File: src/logic/agp_cmd_consts.svh
`ifndef AGP_CMD_CONSTS_SVH
`define AGP_CMD_CONSTS_SVH

// ****************************************************************
// Register offsets (byte addresses)
// ****************************************************************
`define OFS_COMMAND        4'h0
`define OFS_STATUS         4'h4

// ****************************************************************
// Command register fields
// ****************************************************************
`define BIT_SBA_EN         9
`define BIT_OP_EN          8
`define BIT_ABOVE4G        5
`define BIT_FW_EN          4
`define RATE_LSB           0
`define RATE_W             3
`define RATE_1X            3'h1
`define RATE_2X            3'h2
`define RATE_4X            3'h4
`define CMD_RESET          32'h0000_0001
`define CMD_WMASK          32'h0000_0317

// ****************************************************************
// Status register fields
// ****************************************************************
`define ST_BUSY            0
`define ST_FAST            1
`define ST_RATE_BAD        2

`endif

File: src/logic/agp_cmd_pkg.sv
`default_nettype none
package agp_cmd_pkg;
    typedef enum logic [2:0] {
        REQ_IDLE = 3'b001,
        REQ_BUSY = 3'b010,
        REQ_SBA  = 3'b100
    } req_state_t;
    typedef enum logic [1:0] {
        WPROT_PCI  = 2'b01,
        WPROT_FAST = 2'b10
    } wprot_t;
endpackage : agp_cmd_pkg
`default_nettype wire

File: src/logic/agp_cmd_regs.sv
`timescale 1ns/1ps
`default_nettype none
`include "agp_cmd_consts.svh"
module agp_cmd_regs
    import agp_cmd_pkg::*;
(
    input  wire logic        core_clk,
    input  wire logic        resetn,
    input  wire logic        clkEn,
    input  wire logic        wrEn,
    input  wire logic [31:0] wrData,
    input  wire logic [3:0]  wrSel,
    output logic      [31:0] cmdQ
);
    logic [31:0] cmd_r;
    logic [31:0] cmd_nxt;
    logic [31:0] byteMask;
    logic [31:0] wrMask;
    genvar       g;

    // ****************************************************************
    // Command register with byte enables
    // ****************************************************************
    generate
        for (g = 0; g < 4; g = g + 1)
        begin : g_byte
            assign byteMask[g*8 +: 8] = {8{wrSel[g]}};
        end
    endgenerate

    // Bits outside the writable mask keep their reset value
    always_comb
    begin
        wrMask  = byteMask & `CMD_WMASK;
        cmd_nxt = cmd_r;
        if (clkEn && wrEn)
        begin
            cmd_nxt = (cmd_r & ~wrMask) | (wrData & wrMask);
        end
        cmd_nxt[`BIT_ABOVE4G] = 1'b0; // Hardwired, see RULE3
    end

    always_ff @(posedge core_clk or negedge resetn)
    begin
        if (!resetn)
            cmd_r <= `CMD_RESET;
        else
            cmd_r <= cmd_nxt;
    end

    assign cmdQ = cmd_r;
endmodule : agp_cmd_regs
`default_nettype wire

File: src/logic/agp_target_command_control.sv
// Functional notes
// RULE1 - Accept PIPE when enabled; SBA also needs sideband
// RULE2 - Requests taken while enabled still complete
// RULE3 - Above-4GB enable reads zero, no high addresses
// RULE4 - Fast write off or 1X: PCI writes
// RULE5 - Fast write on, not 1X: fast writes
// RULE6 - Fast writes run at selected rate
// RULE7 - Disabled: ignore all requests including sync
// RULE8 - 1X sideband command in flight still issued
// RULE9 - Rate one-hot, 2X unsupported, both ends match
`timescale 1ns/1ps
`default_nettype none
`include "agp_cmd_consts.svh"
module agp_target_command_control
    import agp_cmd_pkg::*;
(
    input  wire logic        core_clk,
    input  wire logic        resetn,
    input  wire logic        clkEn,
    input  wire logic        wb_cyc_i,
    input  wire logic        wb_stb_i,
    input  wire logic        wb_we_i,
    input  wire logic [3:0]  wb_adr_i,
    input  wire logic [3:0]  wb_sel_i,
    input  wire logic [31:0] wb_dat_i,
    output logic      [31:0] wb_dat_o,
    output logic             wb_ack_o,
    input  wire logic        pipeReq,
    input  wire logic        sbaReq,
    input  wire logic        syncReq,
    input  wire logic        reqDone,
    input  wire logic        wrToMaster,
    output logic             reqAccept,
    output logic             reqActive,
    output logic             fastWrite,
    output logic             pciWrite,
    output logic [2:0]       rateOut
);
    logic [31:0] cmd;
    logic        ack_r, ack_nxt;
    logic [31:0] dat_r, dat_nxt;
    req_state_t  st_r, st_nxt;
    logic        acc_r, acc_nxt;
    logic        act_r, act_nxt;
    logic        fw_r, fw_nxt, pw_r, pw_nxt;
    logic [2:0]  rate_r, rate_nxt;
    logic        opEn, sbaEn, fast_write_enable, rateOk, is1x, wrStb, fastSel;
    logic [2:0]  rate;

    // ****************************************************************
    // Register bus
    // ****************************************************************
    // Write lands at the edge where the master samples ack high
    assign wrStb = clkEn && wb_cyc_i && wb_stb_i && wb_we_i && ack_r
                   && (wb_adr_i == `OFS_COMMAND);

    agp_cmd_regs u_regs (
        .core_clk (core_clk),
        .resetn   (resetn),
        .clkEn    (clkEn),
        .wrEn     (wrStb),
        .wrData   (wb_dat_i),
        .wrSel    (wb_sel_i),
        .cmdQ     (cmd)
    );

    assign opEn   = cmd[`BIT_OP_EN];
    assign sbaEn  = cmd[`BIT_SBA_EN];
    assign fast_write_enable   = cmd[`BIT_FW_EN];
    assign rate   = cmd[`RATE_LSB +: `RATE_W];
    // Only 1X and 4X are legal; anything else leaves writes on PCI
    assign rateOk = (rate == `RATE_1X) || (rate == `RATE_4X); // see RULE9
    assign is1x   = (rate == `RATE_1X);
    assign fastSel = fast_write_enable && rateOk && !is1x; // see RULE5

    always_comb
    begin
        ack_nxt = 1'b0;
        dat_nxt = dat_r;
        if (wb_cyc_i && wb_stb_i && !ack_r)
        begin
            ack_nxt = 1'b1;
            unique case (wb_adr_i)
                `OFS_COMMAND: dat_nxt = cmd; // Above-4GB bit always 0, see RULE3
                `OFS_STATUS:  dat_nxt = {29'h0, !rateOk, fw_r, st_r != REQ_IDLE};
                default:      dat_nxt = 32'h0;
            endcase
        end
    end

    // ****************************************************************
    // Request acceptance
    // ****************************************************************
    always_comb
    begin
        st_nxt  = st_r;
        acc_nxt = 1'b0;
        unique case (st_r)
            REQ_IDLE:
            begin
                // Sync cycles and requests dropped while disabled, see RULE7
                if (opEn && (pipeReq || syncReq)) // see RULE1
                begin
                    acc_nxt = 1'b1;
                    st_nxt  = REQ_BUSY;
                end
                else if (opEn && sbaEn && sbaReq) // see RULE1
                begin
                    acc_nxt = 1'b1;
                    st_nxt  = is1x ? REQ_SBA : REQ_BUSY;
                end
            end
            // Enable is not looked at here: accepted work finishes, see RULE2
            REQ_BUSY:
                if (reqDone)
                    st_nxt = REQ_IDLE;
            // 1X sideband command keeps going after enable falls, see RULE8
            REQ_SBA:
                if (reqDone)
                    st_nxt = REQ_IDLE;
        endcase
        act_nxt = (st_nxt != REQ_IDLE);
    end

    // ****************************************************************
    // Write protocol selection
    // ****************************************************************
    always_comb
    begin
        fw_nxt   = fw_r;
        pw_nxt   = pw_r;
        rate_nxt = rate_r;
        if (wrToMaster)
        begin
            fw_nxt   = fastSel;                 // see RULE5
            pw_nxt   = !fastSel;                // see RULE4
            rate_nxt = fastSel ? rate : `RATE_1X; // see RULE6
        end
        else
        begin
            fw_nxt = 1'b0;
            pw_nxt = 1'b0;
        end
    end

    always_ff @(posedge core_clk or negedge resetn)
    begin
        if (!resetn)
        begin
            ack_r  <= 1'b0;
            dat_r  <= 32'h0;
            st_r   <= REQ_IDLE;
            acc_r  <= 1'b0;
            act_r  <= 1'b0;
            fw_r   <= 1'b0;
            pw_r   <= 1'b0;
            rate_r <= `RATE_1X;
        end
        else if (clkEn)
        begin
            ack_r  <= ack_nxt;
            dat_r  <= dat_nxt;
            st_r   <= st_nxt;
            acc_r  <= acc_nxt;
            act_r  <= act_nxt;
            fw_r   <= fw_nxt;
            pw_r   <= pw_nxt;
            rate_r <= rate_nxt;
        end
    end

    assign wb_ack_o  = ack_r;
    assign wb_dat_o  = dat_r;
    assign reqAccept = acc_r;
    assign reqActive = act_r;
    assign fastWrite = fw_r;
    assign pciWrite  = pw_r;
    assign rateOut   = rate_r;

    // ****************************************************************
    // Assertions
    // ****************************************************************
    AST_NO_ACC_DISABLED: assert property (@(posedge core_clk) disable iff (!resetn) // see RULE7
        (clkEn && st_r == REQ_IDLE && !opEn) |=> !reqAccept)
        else $error("Request accepted while disabled");
    AST_SBA_NEEDS_EN: assert property (@(posedge core_clk) disable iff (!resetn) // see RULE1
        (clkEn && st_r == REQ_IDLE && opEn && !pipeReq && !syncReq && sbaReq && !sbaEn)
        |=> !reqAccept)
        else $error("Sideband accepted without sideband enable");
    AST_PIPE_ACC: assert property (@(posedge core_clk) disable iff (!resetn) // see RULE1
        (clkEn && st_r == REQ_IDLE && opEn && pipeReq) |=> (reqAccept && reqActive))
        else $error("Pipe request not accepted");
    AST_KEEP_BUSY: assert property (@(posedge core_clk) disable iff (!resetn) // see RULE2
        (clkEn && st_r == REQ_BUSY && !reqDone) |=> reqActive)
        else $error("Accepted request dropped");
    AST_SBA_1X: assert property (@(posedge core_clk) disable iff (!resetn) // see RULE8
        (clkEn && st_r == REQ_SBA && !reqDone && !opEn) |=> (st_r == REQ_SBA))
        else $error("1X sideband command abandoned");
    AST_ABOVE4G: assert property (@(posedge core_clk) disable iff (!resetn) // see RULE3
        (wb_ack_o && $past(wb_adr_i) == `OFS_COMMAND) |-> !wb_dat_o[`BIT_ABOVE4G])
        else $error("Above-4GB bit read as one");
    AST_PCI_WR: assert property (@(posedge core_clk) disable iff (!resetn) // see RULE4
        (clkEn && wrToMaster && (!fast_write_enable || is1x)) |=> (pciWrite && !fastWrite))
        else $error("Fast write used when disallowed");
    AST_FAST_WR: assert property (@(posedge core_clk) disable iff (!resetn) // see RULE5
        (clkEn && wrToMaster && fast_write_enable && rate == `RATE_4X) |=> (fastWrite && !pciWrite))
        else $error("Fast write not used");
    AST_RATE: assert property (@(posedge core_clk) disable iff (!resetn) // see RULE6
        fastWrite |-> (rateOut == `RATE_4X))
        else $error("Fast write at wrong rate");
    AST_RATE_LEGAL: assert property (@(posedge core_clk) disable iff (!resetn) // see RULE9
        (clkEn && wrToMaster && rate == `RATE_2X) |=> !fastWrite)
        else $error("Unsupported rate used");
    CV_PIPE: cover property (@(posedge core_clk) disable iff (!resetn)
        reqAccept ##1 reqActive);
    CV_SBA1X: cover property (@(posedge core_clk) disable iff (!resetn)
        st_r == REQ_SBA && !opEn);
    AST_ACK_PULSE: assert property (@(posedge core_clk) disable iff (!resetn)
        (clkEn && wb_ack_o) |=> !wb_ack_o)
        else $error("Bus ack held longer than one cycle");
    CV_FAST: cover property (@(posedge core_clk) disable iff (!resetn) fastWrite);
    CV_PCI: cover property (@(posedge core_clk) disable iff (!resetn)
        pciWrite);
endmodule : agp_target_command_control
`default_nettype wire

File: config.mk
export PLATFORM = sky130hd
export DESIGN_NAME = agp_target_command_control
export DESIGN_NICKNAME = d
export VERILOG_FILES = /design/src/logic/agp_cmd_pkg.sv /design/src/logic/agp_cmd_regs.sv /design/src/logic/agp_target_command_control.sv
export VERILOG_INCLUDE_DIRS = /design/src /design/src/logic
export SDC_FILE = /design/constraint.sdc
export NUM_CORES = 1
export LEC_CHECK = 0
export BUFFER_PORTS_ARGS = -buffer_cell sky130_fd_sc_hd__buf_2
export CORE_MARGIN = 2
export CORE_UTILIZATION = 44
export DETAILED_ROUTE_END_ITERATION = 10
export PLACE_DENSITY = 0.85
export SYNTH_ARGS = -nofsm -noshare
export SYNTH_HDL_FRONTEND = slang
export SYNTH_SLANG_ARGS = --single-unit
File: constraint.sdc
create_clock -name core_clk -period 2.75 [get_ports core_clk]
set_input_delay 0.55 -clock core_clk [delete_from_list [all_inputs] [get_ports core_clk]]
set_output_delay 0.55 -clock core_clk [all_outputs]
set_load 0.02 [all_outputs]
After elaboration in Yosys (flattened, before gate mapping) --
Cells that the tools add are included.
Storage, ports and cells: register bits 74, input port bits 51, output and inout bits 40, word-level logic and storage cells 57
Operators by class: eq/ne operators 8, muxes and demuxes 13, bitwise operators 4, reduce and logical (&&, ||, !) cells 23
Operators with widths (count):
- 32-bit case mux with 2 select lines | 1
- 32-bit by 10-bit bitwise AND with 32-bit output | 1
- 32-bit bitwise AND | 1
- 10-bit NOT with 32-bit output | 1
- 32-bit OR | 1
- 3-bit 2-to-1 mux | 5
- 1-bit logical AND | 13
- 3-bit by 1-bit == test with 1-bit output, second input constant | 2
- 3-bit == test, second input constant | 2
- 1-bit 2-to-1 mux | 6
- 3-bit by 1-bit inequality test with 1-bit output, second input constant | 2
- 3-bit case mux with 2 select lines | 1
- 4-bit by 3-bit == test with 1-bit output, second input constant | 1
- 1-bit zero test | 4
- 4-bit zero test | 1
- 2-bit AND reduction | 2
- 3-bit by 2-bit == test with 1-bit output, second input constant | 1
- 1-bit logical OR | 2
- 2-bit OR reduction | 1

Depth between registers and ports, before layout --
word-level depth 6, depth in mapped cells 6, gate-level depth less buffers 4

Hierarchy --
Synthesis repeated with hierarchy kept, for this count alone.
Second synthesis, totals: cell total of the unflattened synthesis 185, area, all modules 2238.4 um2
By module, submodules not included:
- agp_target_command_control | instances 1, cells an instance 144, area each 1805.5 um2, seq. area each 1078.5 um2
- agp_cmd_regs | instances 1, cells an instance 41, area each 432.9 um2, seq. area each 151.4 um2

Worst setup path before layout --
No wires, ideal clock.
kind input to register, from input wb_adr_i[3], to register (tool-made name), setup time 125 ps, arrival time 1712 ps, slack 913 ps, stages 4, path buffers 0, cells stage by stage or4_4 -> nor3_4 -> nand2_2 -> mux2_4
RTL lines:
- start: declaration | line agp_target_command_control.sv:23 | input wire logic [3:0] wb_adr_i,

==> impl_metrics.yaml <==
outcome:
  outcome: "complete, no violations"
drt:
  drtIter0Drc: 25
  drcViolationCount: 0
  viasPerCell: 5.29
  route.antenna.remaining_nets: 0
  vias: 1010
  route.detailed.wl_per_inst_um: 13.8
  drt-total-wl_um: 2630
  detailed_router_iteration_count_before_antenna_repair: 4
timing:
  min_period_over_period_pct: 65.3
  layout_min_cycle_time_ns: 1.80
  setup-tns-final_ns: 0
  unrepaired_setup_endpoints_after_global_routing: "false"
  timing.final.hold_violations: 0
  achievable-frequency_mhz: 557
  number_of_slew_limit_violations_in_the_final_report: 0
  max_slew.worst_pin.slew_ns: 0.610
  worst_slew_margin_rel_pct: 58.9
  worst_clock_skew_ns: 0.00892
  timing.final.setup_violations: 0
  postLayoutSetupSlackWorst_ns: 0.954
critical_path:
  critical_path.endpoint_type: "register"
  crit_arrival_ns: 1.99
  worstPathCellList: "or3b_2, nor4_1, a21oi_1, o311ai_0"
  reg2reg_setup_slack_ns: 0.95
  regToRegEndpoint: "reqActive$_DFFE_PN0P_"
  crit_slowest_cell: "dfstp_2"
  critical_path_start_type: "register"
  criticalPathCategory: "register to register"
  timing.critical_path.slowest_cell_delay_ns: 0.60
  wp_data_required_ns: 2.95
  crit_path_max_fanout: 6
  ff_to_ff_path_depth: 4
yosys:
  syn_avg_cell_area_um2: 10.4
  async_reset_ff_share_pct: 100
  yosysMostFrequentCell: "buf_4"
  synth_largest_area_cell: "dfrtp_1"
  synth_edf_count: 0
  post_synth_num_cell_types: 40
  synth_commonest_cells: "buf_4 (26), dfrtp_1 (20), nand2_1 (11)"
  synth-warning-count: 0
  synth_top_flop_cell: "dfrtp_1"
  seq_area_frac_synth_pct: 44.9
  synth_area_um2: 1290
  postSynthRegisterBits: 23
  synth_top_area_share_pct: 38.8
  synthesis.instances: 124
  ys_top_cells_by_area: "dfrtp_1 (39%), buf_4 (15%), dfstp_2 (6.1%)"
placement:
  port_buffers: 36
  dp_hpwl_um: 2130
  place_congestion: 0.812
  place_ws_ns: 0.685
floorplanning:
  core_um2: 2780
  num_rows: 19
  io_pins: 91
  fp.dieH_um: 58.2
  design.die.area_um2: 3380
  initial_utilization_pct: 46.4
  die_width_um: 58.2
clock_network:
  htree_levels: 1
  clk_pin_slew_ns: 0.12
  clk_root_buffer_cell: "clkbuf_4"
  clockBufferDepth: 2
  cts_setup_buffers: 0
  tritoncts_num_sinks: 23
  cts_hold_buf: 0
  cts_tree: "yes"
  tritoncts.num_buffers: 3
  insertion_delay_ns: 0.31
  cts_resized: 0
global_routing:
  first_global_vias: 944
  grt_pass1_wl_um: 4170
  met3_resource_use_gr_pct: 2.90
  most_congested_layer_reported_by_global_routing: "met2"
  grt-ovfl-total: 0
  globalRouteTotalUtil_pct: 15.9
  initial_antenna_violation_count: 0
  globalRouteMet2Util_pct: 27.1
  grt_max_degree: 24
  met1_usage_pct: 18.8
cells_and_area:
  layout-drive-gt1-share_pct: 33.1
  filler_cell_count: 263
  fin_nets: 212
  antenna_cells: 0
  area_growth_pct: 10.2
flow_run:
  number_of_max_cap_violations: 0
pwr:
  p_leak_nw: 0.751
  cellPowerDensity_nw_per_um2: 538
  max-vdd-ir-drop_mv: 0.404
hold_path:
  holdCritPathClass: "primary input to asynchronous set/reset pin"
-- routing by layer --
layer | share of wire [%] | routed length (um) | vias up
met3 | 6.6 | 174 | 8
li1 | - | - | 464
met4 | 3.0 | 79 | 0
met1 | 41 | 1080 | 488
met5 | 0 | 0 | -
met2 | 49 | 1300 | 50
-- cell type report --
cell class	instances	area, um2	share of cell area, %
Tap cell	31	38.8	2.73
Inverter	2	7.51	0.528
Clock buffer	4	26.3	1.85
Sequential cell	23	579	40.7
Timing Repair Buffer	36	180	12.7
Multi-Input combinational cell	95	591	41.5
-- worst max-delay path, delay by kind of cell (launching register included) --
kind            cells  cell delay (ns)
compound gates      2             0.41
flops               1             0.60
simple gates        2             0.68
-- cells in the final DEF, fill, tap and decap left out, drive strengths merged, types with 4 or more instances in the layout --
cell	n
clkbuf	4
dfrtp	20
nand2	12
buf	36
nor2	8
mux2	7
conb	26
-- worst max-delay path by stage --
stage | startpoint | to | slack, ns
2_1_floorplan | wb_adr_i[3] | register | 0.91
3_3_place_gp | wb_adr_i[2] | register | 0.70
3_5_place_dp | wb_adr_i[2] | register | 0.68
4_1_cts | register | reqActive$_DFFE_PN0P_ | 0.97
5_1_grt | register | reqActive$_DFFE_PN0P_ | 0.78
6_report | register | reqActive$_DFFE_PN0P_ | 0.95
-- cells by family after synthesis --
family | after synthesis | synth area share, %
XOR/XNOR | 1 | 0.678
AND/OR/NAND/NOR | 35 | 14.4
other | 1 | 0.290
flip-flops | 23 | 44.9
buffers and inverters | 31 | 16.7
AO/OA/AOI/OAI | 25 | 15.0
multiplexers | 8 | 8.04
-- power breakdown --
| part | leakage, nW | internal (mW) | switching (mW) |
|---|---|---|---|
| Clock | 0.0150 | 0.0566 | 0.0950 |
| Sequential | 0.301 | 0.371 | 0.0374 |
| Combinational | 0.435 | 0.0799 | 0.125 |
| Total | 0.751 | 0.507 | 0.258 |
-- through the flow --
step                      instances  hold slack (ns)  utilization [%]  cell area (um2)  power [mW]
after floorplan                 149            0.254                -             1390       0.580
after global placement          187            0.458             50.2             1400       0.600
after detailed placement        187            0.461             50.2             1400       0.617
after CTS                       191            0.201             51.1             1420       0.766
after global routing            191            0.221             51.1             1420       0.802
final                           191            0.187             51.1             1420       0.765
Note: power is estimated with default switching activity, not from simulation.
